===== src/adcms_pkg.sv =====
package adcms_pkg;

	// Sequencer states
	typedef enum logic [2:0] {
		ST_IDLE,
		ST_CFG,
		ST_CONV,
		ST_CAL,
		ST_POWER_DOWN_PIN_N
	} adcms_state_type;

	// Serial frame geometry, counted in serial clock rising edges
	localparam logic [5:0] EDGE_START    = 6'h00;
	localparam logic [5:0] EDGE_POL      = 6'h01;
	localparam logic [5:0] EDGE_CLKSEL   = 6'h02;
	localparam logic [5:0] EDGE_MODE_UP  = 6'h03;
	localparam logic [5:0] EDGE_MODE_LO  = 6'h04;
	localparam logic [5:0] EDGE_CFG_END  = 6'h07;
	localparam logic [5:0] PERIOD_SHORT  = 6'h18;
	localparam logic [5:0] PERIOD_LONG   = 6'h20;
	localparam logic [5:0] HOLD_SHORT    = 6'h06;
	localparam logic [5:0] HOLD_LONG     = 6'h0e;
	localparam logic [5:0] RESULT_LEAD   = 6'h11;
	localparam logic [5:0] ONE_EDGE      = 6'h01;
	localparam int         RESULT_W      = 16;

	// Mode codes (upper, lower)
	localparam logic [1:0] MODE_SHORT = 2'h0;
	localparam logic [1:0] MODE_CAL   = 2'h1;
	localparam logic [1:0] MODE_SWSD  = 2'h2;
	localparam logic [1:0] MODE_LONG  = 2'h3;

	// Calibration length in clocks
	localparam int CAL_CYCLES_DEF = 80000;
	localparam int CAL_CNT_W      = 17;

	// Register byte offsets
	localparam logic [4:0] OFS_CTRL     = 5'h00;
	localparam logic [4:0] OFS_STATUS   = 5'h04;
	localparam logic [4:0] OFS_RESULT   = 5'h08;
	localparam logic [4:0] OFS_CONFIG   = 5'h0c;
	localparam logic [4:0] OFS_IRQ_STAT = 5'h10;
	localparam logic [4:0] OFS_IRQ_MASK = 5'h14;

	// Field layout and reset values
	localparam int         CTRL_EN_BIT   = 0;
	localparam logic       CTRL_EN_RST   = 1'h1;
	localparam int         IRQ_W         = 4;
	localparam int         IRQ_CONV_DONE = 0;
	localparam int         IRQ_CAL_DONE  = 1;
	localparam int         IRQ_CAL_ABORT = 2;
	localparam int         IRQ_POWER_DOWN_PIN_N      = 3;
	localparam logic [3:0] IRQ_MASK_RST  = 4'h0;

endpackage


===== src/adcms_seq.sv =====
`timescale 1ns/1ps

module adcms_seq #(
	parameter int CAL_CYCLES = adcms_pkg::CAL_CYCLES_DEF
) (
	input  wire logic        clk_sys,
	input  wire logic        srst,
	input  wire logic        ce,
	// Avalon-MM slave
	input  wire logic [4:0]  avs_address,
	input  wire logic        avs_read,
	input  wire logic        avs_write,
	input  wire logic [31:0] avs_writedata,
	output logic      [31:0] avs_readdata,
	output logic             avs_waitrequest,
	output logic             irq,
	// Serial pins, asynchronous to clk_sys
	input  wire logic        sclk,
	input  wire logic        cs_n,
	input  wire logic        din,
	input  wire logic        rst_pin_n,
	input  wire logic        power_down_pin_n,
	output logic             dout,
	output logic             serial_strobe_out,
	// Converter core side, same clock
	input  wire logic [15:0] conv_raw,
	output logic             track_en,
	output logic             range_polarity_sel,
	output logic             cal_active,
	output logic             shutdown
);

	// Two-stage synchronisers plus one history stage for edges
	logic [4:0] sync1_q;
	logic [4:0] sync2_q;
	logic       sclk_prev_q;
	logic       sclk_rise;
	logic       sclk_fall;
	logic       cs_n_s;
	logic       din_s;
	logic       rst_pin_n_s;
	logic       pd_pin_n_s;

	// Sequencer state
	adcms_pkg::adcms_state_type state_q;
	logic [5:0]  edge_cnt_q;       // Rising edges since start bit
	logic [7:0]  cfg_q;            // Configuration byte being shifted
	logic [1:0]  mode_q;           // Mode bits of this frame
	logic        intclk_q;         // Internal clock mode selected
	logic        last_long_q;      // Acquisition length of last conversion
	logic [15:0] shift_q;          // Outgoing result
	logic [15:0] result_q;         // Last coded result for software
	logic [adcms_pkg::CAL_CNT_W-1:0] cal_cnt_q; // Calibration ticks
	logic        start_bit;
	logic        long_sel;
	logic [5:0]  period;
	logic [5:0]  hold_edge;
	logic [15:0] coded;
	logic        cal_tick;

	// Register file
	logic        ctrl_en_q;
	logic [3:0]  irq_stat_q;
	logic [3:0]  irq_mask_q;
	logic [3:0]  irq_evt;
	logic        acc_go;
	logic        wr_go;

	localparam int CAL_CNT_W_L = adcms_pkg::CAL_CNT_W;
	localparam logic [CAL_CNT_W_L-1:0] CAL_LAST =
		CAL_CNT_W_L'(CAL_CYCLES - 1);

	// Synchronise every pin; stage one feeds only stage two
	always_ff @(posedge clk_sys) begin
		if (srst) begin
			sync1_q     <= 5'h1e;
			sync2_q     <= 5'h1e;
			sclk_prev_q <= 1'b0;
		end else if (ce) begin
			sync1_q     <= {power_down_pin_n, rst_pin_n, din, cs_n, sclk};
			sync2_q     <= sync1_q;
			sclk_prev_q <= sync2_q[0];
		end
	end

	assign sclk_rise   = sync2_q[0] & ~sclk_prev_q;
	assign sclk_fall   = ~sync2_q[0] & sclk_prev_q;
	assign cs_n_s      = sync2_q[1];
	assign din_s       = sync2_q[2];
	assign rst_pin_n_s = sync2_q[3];
	assign pd_pin_n_s  = sync2_q[4];

	// Start condition: selected, data high on a rising serial edge
	assign start_bit = sclk_rise & ~cs_n_s & din_s & ctrl_en_q;

	always_comb begin
		unique case (mode_q)
			adcms_pkg::MODE_LONG: long_sel = 1'b1;
			adcms_pkg::MODE_SWSD: long_sel = last_long_q;
			default:              long_sel = 1'b0;
		endcase
	end

	assign period    = long_sel ? adcms_pkg::PERIOD_LONG
				: adcms_pkg::PERIOD_SHORT;
	// hold on sixth or fourteenth falling edge
	assign hold_edge = long_sel ? adcms_pkg::HOLD_LONG
				: adcms_pkg::HOLD_SHORT;

	// core delivers offset binary; bipolar flips the sign bit
	assign coded = range_polarity_sel ? conv_raw
				: {~conv_raw[15], conv_raw[14:0]};

	// Calibration advances on clk_sys or on serial edges
	assign cal_tick = intclk_q ? 1'b1 : sclk_rise;

	// Main sequencer
	always_ff @(posedge clk_sys) begin
		if (srst) begin
			state_q    <= adcms_pkg::ST_IDLE;
			edge_cnt_q <= adcms_pkg::EDGE_START;
			cfg_q      <= 8'h00;
			mode_q     <= adcms_pkg::MODE_SHORT;
			cal_cnt_q  <= '0;
		end else if (ce) begin
			// pin reset or pin shutdown stops all
			if (!rst_pin_n_s || !pd_pin_n_s) begin
				state_q <= adcms_pkg::ST_IDLE;
			end else begin
				unique case (state_q)
					adcms_pkg::ST_IDLE,
					adcms_pkg::ST_POWER_DOWN_PIN_N,
					adcms_pkg::ST_CAL: begin
						// start bit wakes and begins a frame
						if (start_bit) begin
							state_q    <= adcms_pkg::ST_CFG;
							edge_cnt_q <= adcms_pkg::EDGE_START;
							cfg_q      <= 8'h01;
						end else if (state_q == adcms_pkg::ST_CAL &&
								cal_tick) begin
							if (cal_cnt_q == CAL_LAST)
								state_q <= adcms_pkg::ST_IDLE;
							cal_cnt_q <= cal_cnt_q + CAL_CNT_W_L'(1);
						end
					end
					adcms_pkg::ST_CFG: begin
						// Deselect mid-byte drops the frame
						if (cs_n_s) begin
							state_q <= adcms_pkg::ST_IDLE;
						end else if (sclk_rise) begin
							edge_cnt_q <= edge_cnt_q + adcms_pkg::ONE_EDGE;
							cfg_q      <= {cfg_q[6:0], din_s};
							if (edge_cnt_q + adcms_pkg::ONE_EDGE ==
									adcms_pkg::EDGE_MODE_LO)
								mode_q <= {cfg_q[0], din_s};
							if (edge_cnt_q + adcms_pkg::ONE_EDGE ==
									adcms_pkg::EDGE_CFG_END) begin
								if (mode_q == adcms_pkg::MODE_CAL) begin
									state_q   <= adcms_pkg::ST_CAL;
									cal_cnt_q <= '0;
								end else begin
									state_q <= adcms_pkg::ST_CONV;
								end
							end
						end
					end
					adcms_pkg::ST_CONV: begin
						if (cs_n_s) begin
							state_q <= adcms_pkg::ST_IDLE;
						end else if (sclk_rise) begin
							edge_cnt_q <= edge_cnt_q + adcms_pkg::ONE_EDGE;
							if (edge_cnt_q + adcms_pkg::ONE_EDGE ==
									period - adcms_pkg::ONE_EDGE) begin
								if (mode_q == adcms_pkg::MODE_SWSD)
									state_q <= adcms_pkg::ST_POWER_DOWN_PIN_N;
								else
									state_q <= adcms_pkg::ST_IDLE;
							end
						end
					end
					default: state_q <= adcms_pkg::ST_IDLE;
				endcase
			end
		end
	end

	// Per-frame settings caught as their bits arrive
	always_ff @(posedge clk_sys) begin
		if (srst) begin
			range_polarity_sel <= 1'b0;
			intclk_q           <= 1'b0;
			last_long_q        <= 1'b0;
		end else if (ce && state_q == adcms_pkg::ST_CFG && sclk_rise) begin
			// polarity takes effect on its own edge
			if (edge_cnt_q + adcms_pkg::ONE_EDGE == adcms_pkg::EDGE_POL)
				range_polarity_sel <= din_s;
			if (edge_cnt_q + adcms_pkg::ONE_EDGE == adcms_pkg::EDGE_CLKSEL)
				intclk_q <= din_s;
		end else if (ce && state_q == adcms_pkg::ST_CONV && sclk_rise &&
				edge_cnt_q + adcms_pkg::ONE_EDGE ==
				period - adcms_pkg::ONE_EDGE) begin
			// Remember length for a later shutdown conversion
			last_long_q <= long_sel;
		end
	end

	// track from first bit after start to hold edge
	always_ff @(posedge clk_sys) begin
		if (srst) begin
			track_en <= 1'b0;
		end else if (ce) begin
			if (state_q != adcms_pkg::ST_CFG &&
					state_q != adcms_pkg::ST_CONV)
				track_en <= 1'b0;
			else if (sclk_rise && edge_cnt_q == adcms_pkg::EDGE_START)
				track_en <= 1'b1;
			else if (sclk_fall && edge_cnt_q == hold_edge)
				track_en <= 1'b0;
		end
	end

	// result leaves MSB first on falling edges
	always_ff @(posedge clk_sys) begin
		if (srst) begin
			shift_q  <= 16'h0000;
			dout     <= 1'b0;
			result_q <= 16'h0000;
		end else if (ce) begin
			if (state_q != adcms_pkg::ST_CONV) begin
				dout <= 1'b0;
			end else if (sclk_fall &&
					edge_cnt_q == period - adcms_pkg::RESULT_LEAD) begin
				shift_q  <= {coded[14:0], 1'b0};
				dout     <= coded[15];
				result_q <= coded;
			end else if (sclk_fall &&
					edge_cnt_q > period - adcms_pkg::RESULT_LEAD) begin
				shift_q <= {shift_q[14:0], 1'b0};
				dout    <= shift_q[15];
			end
		end
	end

	always_ff @(posedge clk_sys) begin
		if (srst) begin
			serial_strobe_out <= 1'b0;
			cal_active        <= 1'b0;
			shutdown          <= 1'b0;
		end else if (ce) begin
			if (state_q == adcms_pkg::ST_CAL)
				serial_strobe_out <= ~intclk_q;
			else
				serial_strobe_out <= intclk_q;
			cal_active <= (state_q == adcms_pkg::ST_CAL);
			shutdown   <= ~pd_pin_n_s | (state_q == adcms_pkg::ST_POWER_DOWN_PIN_N);
		end
	end

	// Events for the interrupt status
	always_comb begin
		irq_evt = 4'h0;
		irq_evt[adcms_pkg::IRQ_CONV_DONE] = state_q == adcms_pkg::ST_CONV &&
			sclk_rise && rst_pin_n_s && pd_pin_n_s && !cs_n_s &&
			edge_cnt_q + adcms_pkg::ONE_EDGE == period - adcms_pkg::ONE_EDGE;
		irq_evt[adcms_pkg::IRQ_CAL_DONE] = state_q == adcms_pkg::ST_CAL &&
			rst_pin_n_s && pd_pin_n_s && !start_bit && cal_tick &&
			cal_cnt_q == CAL_LAST;
		// abort by start, reset pin or shutdown pin
		irq_evt[adcms_pkg::IRQ_CAL_ABORT] = state_q == adcms_pkg::ST_CAL &&
			(start_bit || !rst_pin_n_s || !pd_pin_n_s);
		irq_evt[adcms_pkg::IRQ_POWER_DOWN_PIN_N] = irq_evt[adcms_pkg::IRQ_CONV_DONE] &&
			mode_q == adcms_pkg::MODE_SWSD;
	end

	// Bus handshake: one wait cycle, then one cycle with waitrequest low
	assign acc_go = (avs_read | avs_write) & avs_waitrequest;
	assign wr_go  = avs_write & ~avs_waitrequest;

	always_ff @(posedge clk_sys) begin
		if (srst) begin
			avs_waitrequest <= 1'b1;
			avs_readdata    <= 32'h00000000;
		end else if (ce) begin
			avs_waitrequest <= ~acc_go;
			if (acc_go && avs_read) begin
				unique case (avs_address)
					adcms_pkg::OFS_CTRL:
						avs_readdata <= {31'h0, ctrl_en_q};
					adcms_pkg::OFS_STATUS:
						avs_readdata <= {26'h0, last_long_q,
							range_polarity_sel, intclk_q, shutdown,
							cal_active, state_q != adcms_pkg::ST_IDLE};
					adcms_pkg::OFS_RESULT:
						avs_readdata <= {16'h0, result_q};
					adcms_pkg::OFS_CONFIG:
						avs_readdata <= {24'h0, cfg_q};
					adcms_pkg::OFS_IRQ_STAT:
						avs_readdata <= {28'h0, irq_stat_q};
					adcms_pkg::OFS_IRQ_MASK:
						avs_readdata <= {28'h0, irq_mask_q};
					default:
						avs_readdata <= 32'h00000000;
				endcase
			end
		end
	end

	// Control and mask registers
	always_ff @(posedge clk_sys) begin
		if (srst) begin
			ctrl_en_q  <= adcms_pkg::CTRL_EN_RST;
			irq_mask_q <= adcms_pkg::IRQ_MASK_RST;
		end else if (ce && wr_go) begin
			if (avs_address == adcms_pkg::OFS_CTRL)
				ctrl_en_q <= avs_writedata[adcms_pkg::CTRL_EN_BIT];
			if (avs_address == adcms_pkg::OFS_IRQ_MASK)
				irq_mask_q <= avs_writedata[3:0];
		end
	end

	// Sticky status; a new event beats a same-cycle clear
	always_ff @(posedge clk_sys) begin
		if (srst) begin
			irq_stat_q <= 4'h0;
			irq        <= 1'b0;
		end else if (ce) begin
			if (wr_go && avs_address == adcms_pkg::OFS_IRQ_STAT)
				irq_stat_q <= (irq_stat_q & ~avs_writedata[3:0]) | irq_evt;
			else
				irq_stat_q <= irq_stat_q | irq_evt;
			irq <= |(irq_stat_q & irq_mask_q);
		end
	end

endmodule


===== config.mk =====
export PLATFORM = sky130hd
export DESIGN_NAME = adcms_seq
export DESIGN_NICKNAME = d
export VERILOG_FILES = /design/src/adcms_pkg.sv /design/src/adcms_seq.sv
export SDC_FILE = /design/constraint.sdc
export NUM_CORES = 1
export LEC_CHECK = 0
export ABC_AREA = 1
export BUFFER_PORTS_ARGS = -buffer_cell sky130_fd_sc_hd__clkbuf_2
export CAP_MARGIN = 20
export CORE_ASPECT_RATIO = 0.9
export CORE_MARGIN = 2
export CORE_UTILIZATION = 35
export CTS_CLUSTER_DIAMETER = 50
export CTS_CLUSTER_SIZE = 40
export DETAILED_ROUTE_END_ITERATION = 8
export HOLD_SLACK_MARGIN = 0.1
export SLEW_MARGIN = 20
export SYNTH_ARGS = -nofsm -noshare
export SYNTH_HDL_FRONTEND = slang
export SYNTH_SLANG_ARGS = --single-unit

===== constraint.sdc =====
create_clock -name clk_sys -period 2.4 [get_ports clk_sys]
set_clock_uncertainty 0.2 [all_clocks]
set_input_delay 0.24 -clock clk_sys [delete_from_list [all_inputs] [get_ports clk_sys]]
set_output_delay 0.24 -clock clk_sys [all_outputs]
set_load 0.005 [all_outputs]

After elaboration in Yosys (flattened, before gate mapping)
Index checks and enable logic that the tools add are counted.
- $lt $le $gt $ge: 1
- muxes and demuxes: 44
- equality and inequality tests: 37
- bitwise gates (word level): 25
- reductions and logical operators: 60
- $add $sub $neg: 4
- operators by type and width (cell ; number):
    $mux 17 ; 6
    $pmux 16 s6 ; 1
    $mux 16 ; 3
    $pmux 17 s2 ; 1
    $mux 3 ; 11
    $logic_and 1x1->1 ; 26
    $mux 6 ; 4
    $mux 8 ; 3
    $ne 4x4->1 const B ; 6
    $reduce_and 6->1 ; 3
    $add 17x1->17 const B ; 1
    $eq 17x17->1 const B ; 1
    $ne 2x2->1 const B ; 8
    $pmux 8 s2 ; 1
    $reduce_and 2->1 ; 8
    $eq 6x3->1 const B ; 2
    $eq 6x6->1 ; 2
    $pmux 6 s2 ; 1
    $not 1->1 ; 11
    $eq 5x4->1 const B ; 2
    $eq 5x5->1 const B ; 2
    $mux 1 ; 9
    $pmux 3 s3 ; 1
    $reduce_and 9->1 ; 1
    35 further kinds ; 57
- logic and storage cells: 195
- register bits: 130
- output and inout bits: 40
- input bits: 63

Longest topological paths before layout
Gate-level depths: netlist of the first run.
- depth in word-level cells: 11
- mapped depth: 13

Worst setup path after synthesis of the first run
No wires, ideal clock.
- path kind: reg2reg
- start point: reg mode_q[0]
- end point: reg result_q[10]
- stages on the path, launching flop included: 11
- slack: 377 ps
- library setup time: 70 ps
- data arrival time: 1752 ps
- path through: dfxtp_1 o21ai_0 ha_1 nand4_1 nor2_2 inv_2 nor2_4 inv_2 clkbuf_1 nand2_1 a21oi_1
- cells in the longest elaborated chain, start to end: 7
- elaborated cells between the ends (all ways): 8
- ends and longest elaborated chain (element ; line ; source):
    start, declared ; adcms_seq.sv:48 ; logic [1:0] mode_q;
    start signal, assigned ; adcms_seq.sv:123 ; mode_q <= adcms_pkg::MODE_SHORT;
    start signal, assigned ; adcms_seq.sv:155 ; mode_q <= {cfg_q[0], din_s};
    $eq 2x2->1 ; adcms_seq.sv:97 ; unique case (mode_q)
    $pmux 1 s2 * ; adcms_seq.sv:97 ;
    $mux 6 * ; adcms_seq.sv:104 ; assign period = long_sel ? adcms_pkg::PERIOD_LONG
    $sub 6x5->6 * ; adcms_seq.sv:232 ; edge_cnt_q == period - adcms_pkg::RESULT_LEAD) begin
    $eq 6x6->1 * ; adcms_seq.sv:232 ;
    $logic_and 1x1->1 * ; adcms_seq.sv:231 ; end else if (sclk_fall &&
    $reduce_and 3->1 (no line) * ; -- ;
    end signal, assigned ; adcms_seq.sv:235 ; result_q <= coded;
    end, declared ; adcms_seq.sv:52 ; logic [15:0] result_q;
Every way passes the cells marked *; elsewhere a longest branch is shown, timed or not.
A chain may end at the register's enable or synchronous reset.

Worst setup path in the final report of the first run
- start point: reg edge_cnt_q[0]
- end point: reg cal_cnt_q[2] (netlist bit)
- cells in the longest elaborated chain, start to end: 4
- ends and longest elaborated chain (element ; line ; source):
    start, declared ; adcms_seq.sv:46 ; logic [5:0] edge_cnt_q;
    start signal, assigned ; adcms_seq.sv:121 ; edge_cnt_q <= adcms_pkg::EDGE_START;
    start signal, assigned ; adcms_seq.sv:137 ; edge_cnt_q <= adcms_pkg::EDGE_START;
    start signal, assigned ; adcms_seq.sv:151 ; edge_cnt_q <= edge_cnt_q + adcms_pkg::ONE_EDGE;
    $add 6x1->6 ; adcms_seq.sv:156 ; if (edge_cnt_q + adcms_pkg::ONE_EDGE ==
    $eq 6x3->1 ; adcms_seq.sv:156 ;
    $ne 2x2->1 (no line) ; -- ;
    $reduce_and 9->1 (no line) ; -- ;
    end signal, assigned ; adcms_seq.sv:143 ; cal_cnt_q <= cal_cnt_q + CAL_CNT_W_L'(1);
    end, declared ; adcms_seq.sv:53 ; logic [adcms_pkg::CAL_CNT_W-1:0] cal_cnt_q;
Every way passes these cells.

==> summary.md, run 1 <==
| Metric | Value |
|---|---|
| Initial antenna violation count | `0` |
| Critical path's most frequent cell | `nand2_1` |
| Rows | `44` |
| Final period util | `0.911` |
| Leak Pwr | `2.78 nW` |
| Gr usage total | `0.177` |
| Area taken by multi-input logic gates | `2850 µm²` |
| Largest cells by area after synthesis | `dfxtp_1 (40%), nand2_1 (14%), a21oi_1 (6.8%)` |
| Avg Inst Size Synth | `6.94 µm²` |
| Hold Path End | `irq_stat_q[1]` |
| DR DRC count | `0` |
| Yosys reg bits | `113` |
| Initial core utilization | `0.356` |
| Clk_lat worst skew | `0.41 ns` |
| Hold WC Path Type | `primary input to flop` |
| Crit-path slowest cell | `dfxtp_1` |
| Clk root buf | `clkbuf_16` |
| Max Freq | `458 MHz` |
| Mux cell area share after synthesis | `0` |
| # H-tree levels | `4` |
| CP max FO | `10` |
| Compound-cell area share of the yosys netlist | `0.180` |
| Post-synth EDFFs | `0` |
| Main combinational cell family by area after synthesis | `simple AND/OR/NAND/NOR gates` |
| Seq. cell area | `2260 µm²` |
| 1st-pass router iterations | `5` |
| Synth top cells by count | `nand2_1 (207), dfxtp_1 (113), inv_1 (80)` |
| Final RePlAce weighted congestion | `0.905` |
| Sequential cell area fraction in the yosys report | `0.396` |
| First-pass GRT wire length | `25.3 mm` |
| Final nets | `982` |
| Cells after Synth | `824` |
| P&R area growth vs syn | `22.2%` |
| Fin area | `6990 µm²` |
| Diode count | `0` |
| Yosys cell types | `42` |
| DIE AREA | `17400 µm²` |
| Simple logic cell fraction of the synthesized area | `0.275` |
| Total gr overflow | `0` |
| Post-synth top area share | `0.396` |
| Crit-path cells | `ha_1 -> nand3_1 -> nand2_1 -> nand2_1 -> nor2_2 -> nand2_1 -> nand2_2 -> buf_4 -> nand4_1 -> a21oi_1` |
| Worst IR drop on VDD | `0.452 mV` |
| DP HPWL | `10.6 mm` |
| WP data required | `2.55 ns` |
| Worst-Margin Slew | `0.674 ns` |
| FF-to-FF End | `cal_cnt_q[2]` |
| Share of cells above drive strength 1 | `0.139` |
| Total routed wirelength | `15.1 mm` |
| Status | `finished, final reports clean` |
| I/O pin count | `103` |
| Count leader, synth | `nand2_1` |
| Synthesis Warnings | `0` |
| DRT iter0 DRCs | `306` |
| Buf/Inv on CP | `1` |
| Unrepaired setup endpoints after global routing | `false` |
| Tot Pwr | `4.90 mW` |
| CTS tree | `built` |
| Worst EP arrival | `2.33 ns` |
| Clk buf depth | `2` |
| TritonCTS buffer count | `17` |
| Postcts setup bufs | `0` |
| IO Port Bufs | `58` |
| Pwr dens | `701 nW/µm²` |
| Filler Cell Count | `1669` |
| Worst-path clk slew | `0.06 ns` |
| Worst setup SP type | `flop` |
| Async SR Flop Fraction | `0` |
| Max incr delay on CP | `0.43 ns` |
| Top_reg_cell synth | `dfxtp_1` |
| Total of max-cap violations | `0` |
| Post-DP Area | `6120 µm²` |
| Tmin final | `2.19 ns` |
| Fin Setup TNS | `0 ns` |
| CTS Sinks | `113` |
| Slew headroom | `0.551` |
| Synth Area in Adders | `0.0175` |
| Worst R2R Path Depth | `10` |
| Avg WL per Cell | `13.3 µm` |
| Pins over their slew limit | `0` |
| Largest net degree at the start of global routing | `60` |
| Die X-Extent | `139 µm` |
| Setup Viol. Count Final | `0` |
| Post-DR vias/cell | `4.83` |
| Critical path type | `flop to flop` |
| Core area | `16100 µm²` |
| Critical Path Sink Type | `flop` |
| Final Hold Fails | `0` |
| Area leader, netlist | `dfxtp_1` |
| Top delay family on crit path | `simple AND/OR/NAND/NOR gates` |
| Via count | `5468` |
| Hold_sp | `ce` |
| Hold Path Cell Cnt | `5` |
| Post-synthesis cell area | `5720 µm²` |
| Vias in the first global route | `5384` |
| Die height | `125 µm` |
| R2R Setup Slk | `0.21 ns` |
| XOR/XNOR share of the synthesized area | `0.0138` |
| ANT nets after route | `0` |
| Reg2reg start | `edge_cnt_q[0]` |
==> registers in the layout, indices dropped and copies added (netlist names), 5 cells and up <==
register,cells
edge_cnt_q,6
result_q,16
shift_q,15
avs_readdata,16
sync1_q,5
cfg_q,8
cal_cnt_q,17
sync2_q,5
==> worst reg2reg max path, stage by stage, from the launching register on <==
cell and delay [ns]:
dfxtp_1 0.43, ha_1 0.27, nand3_1 0.10, nand2_1 0.07, nand2_1 0.11, nor2_2 0.19, nand2_1 0.14, nand2_2 0.16
buf_4 0.19, nand4_1 0.10, a21oi_1 0.15
==> layer usage <==
metal,GRT usage,wire length [µm],vias up
met5,0,0,-
met4,0.0511,204,0
met3,0.0467,696,17
met2,0.298,6990,108
met1,0.226,7200,2475
li1,-,-,2868
==> placed cells by master (no fill, tap or decap), types with 28 or more instances in the layout <==
| cell type | Yosys | layout |
|---|---|---|
| o21ai_0 | 54 | 54 |
| nand3_1 | 51 | 51 |
| dfxtp_1 | 113 | 113 |
| inv_1 | 80 | 80 |
| dlygate4sd3_1 | 0 | 28 |
| a21oi_1 | 78 | 78 |
| nand2_1 | 207 | 206 |
| clkbuf_2 | 0 | 58 |
| nor2_1 | 74 | 74 |
==> layout make-up <==
type / instances / share of cell area
inverter: 87 / 0.0469
clock inverter: 15 / 0.0220
multi-input combinational: 589 / 0.408
timing repair buffer: 103 / 0.102
sequential: 113 / 0.324
clock buffer: 17 / 0.0609
tap: 207 / 0.0371
==> stage by stage <==
stage	cells	hold slack, ns	utilization	setup WS, ns
after global routing	1131	0.163	0.435	0.0310
final	1131	0.132	0.435	0.214
after global placement	1071	0.241	0.381	0.174
after detailed placement	1071	0.244	0.381	0.145
after floorplan	839	0.166	-	0.377
after CTS	1131	0.113	0.434	0.128
==> cell families (layout without fill, tap and decap cells) <==
family                   Yosys count  count (layout)
flip-flops                       113             113
XOR/XNOR                           9               9
other                              1              16
AO/OA/AOI/OAI                    185             185
adder cells (fa/ha/maj)            8               8
AND/OR/NAND/NOR                  371             371
buffers and inverters            137             222
==> what timing repair did <==
item | in CTS | in global routing
setup endpoints to repair | 0 | 17
gates resized for setup | 0 | 2
endpoints found under the hold margin | 46 | 0
hold buffers | 28 | 0
==> report_power, final <==
part | total, mW | internal [mW] | switching (mW)
combinational | 0.463 | 0.159 | 0.304
clock | 2.47 | 1.46 | 1.01
sequential | 1.97 | 1.93 | 0.0386
total | 4.90 | 3.54 | 1.36
==> worst max path at each step <==
stage                        startpoint       endpoint  slack (ns)  cells after the start
after floorplan               mode_q[0]   result_q[10]        0.38                     10
after global placement    edge_cnt_q[0]  cal_cnt_q[11]        0.17                     10
after detailed placement  edge_cnt_q[0]   cal_cnt_q[8]        0.14                     10
after CTS                 edge_cnt_q[0]  cal_cnt_q[12]        0.13                     12
after global routing      edge_cnt_q[0]   cal_cnt_q[2]        0.03                     12
final                     edge_cnt_q[0]   cal_cnt_q[2]        0.21                     10
(Power assumes the default switching activity.)
==> inputs of run 2 (changes only) <==
CELL_PAD_IN_SITES_DETAIL_PLACEMENT = 1   (was default)
CELL_PAD_IN_SITES_GLOBAL_PLACEMENT = 2   (was default)
CORE_UTILIZATION = 31   (was 35)
PLACE_DENSITY_LB_ADDON = 0.1   (was default)
==> run 2 against run 1 <==
  * Largest power group unchanged
  * Critical path type unchanged
  * Core utilization is 4.6 points lower
  * Wire length is 22% higher
  * Highest routed layer unchanged
  * Critical endpoint is now cal_cnt_q[0]
  * Clock-buffer cell count is 3 higher
==> summary.md, run 2 (same netlist as run 1, synthesis figures left out) <==
| Metric | Value |
|---|---|
| Leak Pwr | `2.80 nW (was 2.78 nW)` |
| Critical Path Sink Type | `flop (unchanged)` |
| Diode count | `0 (unchanged)` |
| # H-tree levels | `4 (unchanged)` |
| Pre-CTS WS | `0.195 ns (was 0.145 ns)` |
| WP data required | `2.51 ns (was 2.55 ns)` |
| Final worst setup slack | `0.203 ns (was 0.214 ns)` |
| Final Hold Fails | `0 (unchanged)` |
| Unrepaired setup endpoints after global routing | `false (unchanged)` |
| I/O pin count | `103 (unchanged)` |
| Clk root buf | `clkbuf_16 (unchanged)` |
| Hold WC Path Type | `primary input to flop (unchanged)` |
| Post-DR vias/cell | `4.88 (was 4.83)` |
| Clk buf depth | `2 (unchanged)` |
| Gate power share | `0.094 (about the same)` |
| Die height | `133 µm (was 125 µm)` |
| Final period util | `0.915 (was 0.911)` |
| 1st-pass router iterations | `4 (was 5)` |
| Initial antenna violation count | `0 (unchanged)` |
| Pwr dens | `734 nW/µm² (was 701 nW/µm²)` |
| Worst setup SP type | `flop (unchanged)` |
| Commonest non-fill, non-tap cell in the layout | `nand2_1 (unchanged)` |
| Commonest non-fill, non-tap cells in the layout | `nand2_1 (207), dfxtp_1 (113), inv_1 (80), a21oi_1 (78), nor2_1 (74) (was nand2_1 (206), dfxtp_1 (113), inv_1 (80), a21oi_1 (78), nor2_1 (74))` |
| Die X-Extent | `147 µm (was 139 µm)` |
| Internal power | `3.86 mW (was 3.54 mW)` |
| Worst-path clk slew | `0.06 ns (about the same)` |
| Switch Pwr | `1.34 mW (was 1.36 mW)` |
| IO Port Bufs | `58 (unchanged)` |
| Largest net degree at the start of global routing | `60 (unchanged)` |
| Rows | `47 (was 44)` |
| Tmin final | `2.20 ns (was 2.19 ns)` |
| Pins over their slew limit | `0 (unchanged)` |
| DRT iter0 DRCs | `225 (was 306)` |
| Biggest register | `cal_cnt_q (unchanged)` |
| Total gr overflow | `0 (unchanged)` |
| Vias in the first global route | `6072 (was 5384)` |
| Final nets | `982 (unchanged)` |
| Filler Cell Count | `2317 (was 1669)` |
| Worst EP arrival | `2.31 ns (was 2.33 ns)` |
| Max reg flops | `17 (unchanged)` |
| CP max FO | `19 (was 10)` |
| CTS Sinks | `113 (unchanged)` |
| FF-to-FF End | `cal_cnt_q[0] (was cal_cnt_q[2])` |
| Status | `finished, final reports clean (unchanged)` |
| TritonCTS buffer count | `17 (unchanged)` |
| CP Launch Point | `state_q[1] (was edge_cnt_q[0])` |
| Avg WL per Cell | `15.8 µm (was 13.3 µm)` |
| Total of max-cap violations | `0 (unchanged)` |
| Worst IR drop on VDD | `0.453 mV (was 0.452 mV)` |
| Critical path type | `flop to flop (unchanged)` |
| Top Registers | `cal_cnt_q x17, avs_readdata x16, result_q x16 (unchanged)` |
| Core Util, Final | `0.389 (was 0.435)` |
| Clock share of power | `0.528 (was 0.504)` |
| First-pass GRT wire length | `30.7 mm (was 25.3 mm)` |
| Share of cells above drive strength 1 | `0.136 (was 0.139)` |
| Clk_lat worst skew | `0.42 ns (was 0.41 ns)` |
| Reg2reg start | `state_q[1] (was edge_cnt_q[0])` |
| Setup Viol. Count Final | `0 (unchanged)` |
| Total routed wirelength | `18.5 mm (was 15.1 mm)` |
| Net Sw Frac | `0.257 (was 0.277)` |
| Max Freq | `455 MHz (was 458 MHz)` |
| P&R area growth vs syn | `23.9% (was 22.2%)` |
| Fin Setup TNS | `0 ns (unchanged)` |
| Slew headroom | `0.545 (was 0.551)` |
| ANT nets after route | `0 (unchanged)` |
| DP HPWL | `13.3 mm (was 10.6 mm)` |
| DR DRC count | `0 (unchanged)` |
| Initial core utilization | `0.314 (was 0.356)` |
| Hold_sp | `avs_write (was ce)` |
| R2R Setup Slk | `0.20 ns (was 0.21 ns)` |
| Gr usage total | `0.198 (was 0.177)` |
| Via count | `5701 (was 5468)` |
| Worst setup path end | `cal_cnt_q[0] (was cal_cnt_q[2])` |
| Final RePlAce weighted congestion | `0.820 (was 0.905)` |
| Worst R2R Path Depth | `10 (unchanged)` |
| Worst-Margin Slew | `0.682 ns (was 0.674 ns)` |
| Core area | `18200 µm² (was 16100 µm²)` |
| DIE AREA | `19600 µm² (was 17400 µm²)` |
| CTS tree | `built (unchanged)` |
| Share of power burned in registers | `0.378 (was 0.401)` |
-- run 2: cell count changes in the layout (fill, tap and decap cells not counted), moves of 2 or more --
cell	change
bufinv_16	+3
clkinv_4	-4
inv_8	-3
clkbuf_1	+2
-- run 2: per-layer routing --
| layer | GRT usage | part of all wire | wire length [µm] |
|---|---|---|---|
| met1 | 0.246 | 0.46 | 8520 |
| met2 | 0.348 | 0.50 | 9140 |
| met3 | 0.0421 | 0.034 | 624 |
| met4 | 0.0518 | 0.0090 | 166 |
| met5 | 0 | 0 | 0 |
-- run 2: how the worst min path moves through the flow --
stage / to / slack, ns / depth (start not counted)
after floorplan: sync1_q[1] / 0.17 / 2
after global placement: sync1_q[2] / 0.25 / 2
after detailed placement: sync1_q[2] / 0.25 / 2
after CTS: irq_mask_q[1] / 0.16 / 4
after global routing: irq_stat_q[1] / 0.18 / 4
final: irq_stat_q[1] / 0.14 / 4
-- run 2: final cells by class --
cell class	count	area [µm²]	share of cell area
Clock buffer	20	447	0.0630
Sequential cell	113	2260	0.319
Timing Repair Buffer	103	714	0.101
Multi-Input combinational cell	589	2850	0.402
Inverter	87	328	0.0462
Tap cell	245	307	0.0432
Clock inverter	12	180	0.0254
-- run 2: worst max-delay path, cell delays in order (launching register included) --
cell and delay [ns]:
dfxtp_1 0.43, inv_2 0.13, nand3_4 0.18, inv_2 0.18
nand2_2 0.14, nand3_2 0.08, nor2_2 0.19, buf_4 0.29
nand3_1 0.11, nand2_1 0.10, a21oi_1 0.05
-- run 2: per-stage QoR --
stage | power [mW] | area, µm² | instances | hold slack (ns)
final | 5.20 | 7090 | 1169 | 0.138
after global routing | 5.42 | 7090 | 1169 | 0.183
after detailed placement | 2.46 | 6170 | 1109 | 0.251
after CTS | 5.27 | 7080 | 1169 | 0.156
after floorplan | 2.32 | 5780 | 839 | 0.166
after global placement | 2.45 | 6170 | 1109 | 0.247
-- run 2: power by group through the flow --
stage	sequential (mW)	clock [mW]	combinational, mW
finish	1.97	2.74	0.489
global route	1.97	2.90	0.548
CTS	1.97	2.81	0.493
detailed placement	2.01	0	0.454
global placement	2.00	0	0.443
floorplan	2.00	0	0.319
-- run 2: repair_timing --
item	in CTS	in global routing
setup buffers	0	0
endpoints found under the hold margin	46	0
endpoints found under the setup margin	0	19
gates resized for setup	0	3
hold buffers	28	0
==> inputs of run 3 (changes only) <==
CORE_UTILIZATION = 33   (was 31)
SLEW_MARGIN = 15   (was 20)
clock period = 2.6 ns   (was 2.4 ns; I/O delays follow)
==> run 3 against run 2 <==
  * Clock power decreased by 19%
  * First-iteration DRC count up 2.7%
  * Worst hold slack got worse by 0.034 ns
  * Critical path type is now primary input to flop
  * Largest cell class unchanged
==> summary.md, run 3 (same netlist as run 1, synthesis figures left out) <==
| Metric | Value |
|---|---|
| Slew headroom | `0.533 (was 0.545)` |
| Top delay family on crit path | `buffers and inverters (was simple AND/OR/NAND/NOR gates)` |
| Critical path type | `primary input to flop (was flop to flop)` |
| Worst-path clk slew | `0.05 ns (was 0.06 ns)` |
| Final nets | `979 (was 982)` |
| Max Freq | `424 MHz` |
| Fin Setup TNS | `0 ns (unchanged)` |
| Dpl cells | `1095 (was 1109)` |
| # H-tree levels | `4 (unchanged)` |
| I/O pin count | `103 (unchanged)` |
| Final RePlAce weighted congestion | `0.828 (was 0.820)` |
| Switch Pwr | `1.20 mW (was 1.34 mW)` |
| IO Port Bufs | `58 (unchanged)` |
| CP max FO | `5 (was 19)` |
| Internal power | `3.28 mW (was 3.86 mW)` |
| Commonest non-fill, non-tap cell in the layout | `nand2_1 (unchanged)` |
| Hold_sp | `conv_raw[15] (was avs_write)` |
| Final period util | `0.907` |
| Biggest register | `cal_cnt_q (unchanged)` |
| Critical Path Sink Type | `flop (unchanged)` |
| Top Registers | `cal_cnt_q x17, avs_readdata x16, result_q x16 (unchanged)` |
| Max reg flops | `17 (unchanged)` |
| DRT iter0 DRCs | `231 (was 225)` |
| Pwr dens | `643 nW/µm² (was 734 nW/µm²)` |
| Hold WC Path Type | `primary input to flop (unchanged)` |
| CP Launch Point | `ce (was state_q[1])` |
| Final worst setup slack | `0.241 ns (was 0.203 ns)` |
| CTS tree | `built (unchanged)` |
| DP HPWL | `12.7 mm (was 13.3 mm)` |
| P&R area growth vs syn | `21.9% (was 23.9%)` |
| First-pass GRT wire length | `29.3 mm (was 30.7 mm)` |
| Core area | `16900 µm² (was 18200 µm²)` |
| Crit-path slowest cell | `dlygate4sd3_1 (was dfxtp_1)` |
| Pins over their slew limit | `0 (unchanged)` |
| Max incr delay on CP | `0.57 ns (was 0.43 ns)` |
| Post-DR vias/cell | `4.87 (was 4.88)` |
| Total gr overflow | `0 (unchanged)` |
| Pre-CTS WS | `0.318 ns (was 0.195 ns)` |
| Critical path's most frequent cell | `dlygate4sd3_1 (was inv_2)` |
| Tmin final | `2.36 ns` |
| Buf/Inv on CP | `5 (was 3)` |
| Unrepaired setup endpoints after global routing | `false (unchanged)` |
| Avg WL per Cell | `15.5 µm (was 15.8 µm)` |
| DR DRC count | `0 (unchanged)` |
| Status | `finished, final reports clean (unchanged)` |
| Total routed wirelength | `17.9 mm (was 18.5 mm)` |
| Clk_lat worst skew | `0.42 ns (about the same)` |
| Via count | `5626 (was 5701)` |
| Share of power burned in registers | `0.405 (was 0.378)` |
| CTS Sinks | `113 (unchanged)` |
| Setup Viol. Count Final | `0 (unchanged)` |
| WP data required | `2.69 ns (was 2.51 ns)` |
| Commonest non-fill, non-tap cells in the layout | `nand2_1 (207), dfxtp_1 (113), inv_1 (80), a21oi_1 (78), nor2_1 (74) (unchanged)` |
| WHS | `0.104 ns (was 0.138 ns)` |
| Worst-Margin Slew | `0.700 ns (was 0.682 ns)` |
| Net Sw Frac | `0.268 (was 0.257)` |
| Clk buf depth | `2 (unchanged)` |
| Post-Layout Cell Count | `1155 (was 1169)` |
| Rows | `45 (was 47)` |
| Worst IR drop on VDD | `0.446 mV (was 0.453 mV)` |
| Clk root buf | `clkbuf_16 (unchanged)` |
| Share of cells above drive strength 1 | `0.133 (was 0.136)` |
| 1st-pass router iterations | `4 (unchanged)` |
| Worst EP arrival | `2.44 ns (was 2.31 ns)` |
| Crit-path cells | `dlygate4sd3_1 -> clkbuf_2 -> nand2_1 -> inv_1 -> o21ai_0 -> dlygate4sd3_1 -> o21ai_0 -> dlygate4sd3_1 -> nand2_1 (was inv_2 -> nand3_4 -> inv_2 -> nand2_2 -> nand3_2 -> nor2_2 -> buf_4 -> nand3_1 -> nand2_1 -> a21oi_1)` |
| Die X-Extent | `143 µm (was 147 µm)` |
| Total of max-cap violations | `0 (unchanged)` |
| Die height | `129 µm (was 133 µm)` |
| Vias in the first global route | `5890 (was 6072)` |
| Filler Cell Count | `2156 (was 2317)` |
| Initial antenna violation count | `0 (unchanged)` |
| Largest net degree at the start of global routing | `60 (unchanged)` |
| Diode count | `0 (unchanged)` |
| Leak Pwr | `2.74 nW (was 2.80 nW)` |
| DIE AREA | `18400 µm² (was 19600 µm²)` |
| Reg2reg start | `edge_cnt_q[0] (was state_q[1])` |
| Gate power share | `0.098 (was 0.094)` |
| Clock share of power | `0.496 (was 0.528)` |
| Final Hold Fails | `0 (unchanged)` |
| ANT nets after route | `0 (unchanged)` |
| TritonCTS buffer count | `17 (unchanged)` |
| Worst setup SP type | `primary input (was flop)` |
| Initial core utilization | `0.337 (was 0.314)` |
| Postcts setup bufs | `0 (unchanged)` |
| Gr usage total | `0.203 (was 0.198)` |
-- run 3: repair_timing --
| item | 4_1_cts | 5_1_grt |
|---|---|---|
| hold endpoints to repair | 46 | 0 |
| resized for setup | 0 | 1 |
| hold buffers | 29 | 0 |
| setup endpoints to repair | 0 | 1 |
-- run 3: tightest hold or removal path, stage by stage --
cell	delay, ns
clkbuf_2	0.09
xor2_1	0.10
a211oi_1	0.22
-- run 3: routing by layer --
metal / global-route usage / vias up / part of all wire
li1: - / 2861 / -
met1: 0.246 / 2685 / 0.47
met2: 0.361 / 68 / 0.49
met3: 0.0469 / 12 / 0.027
met4: 0.0600 / 0 / 0.012
met5: 0 / - / 0
-- run 3: cell type report --
class / instances / area [µm²] / area share
Clock inverter: 12 / 110 / 0.0158
Timing Repair Buffer: 100 / 682 / 0.0978
Clock buffer: 19 / 453 / 0.0650
Multi-Input combinational cell: 589 / 2840 / 0.408
Inverter: 87 / 328 / 0.0470
Tap cell: 235 / 294 / 0.0422
Sequential cell: 113 / 2260 / 0.324
-- run 3: path summary, 6_finish.rpt --
kind / depth (start not counted) / endpoint / slack (ns)
setup / recovery: 9 / avs_waitrequest / 0.24
hold / removal: 3 / result_q[15] / 0.10
setup reg to reg: 12 / cal_cnt_q[16] / 0.29
hold reg to reg: 2 / avs_readdata[7] / 0.26
-- run 3: power by group through the flow --
stage               clock [mW]  sequential, mW  combinational, mW
global route              2.36            1.82              0.490
global placement             0            1.85              0.392
floorplan                    0            1.84              0.295
finish                    2.23            1.82              0.441
detailed placement           0            1.85              0.402
CTS                       2.27            1.82              0.440
-- run 3: stage by stage --
step	utilization	instance area, µm²	power, mW
3_3_place_gp	0.361	6110	2.24
5_1_grt	0.411	6970	4.68
2_1_floorplan	-	5780	2.14
6_report	0.411	6970	4.48
4_1_cts	0.411	6970	4.53
3_5_place_dp	0.361	6110	2.26
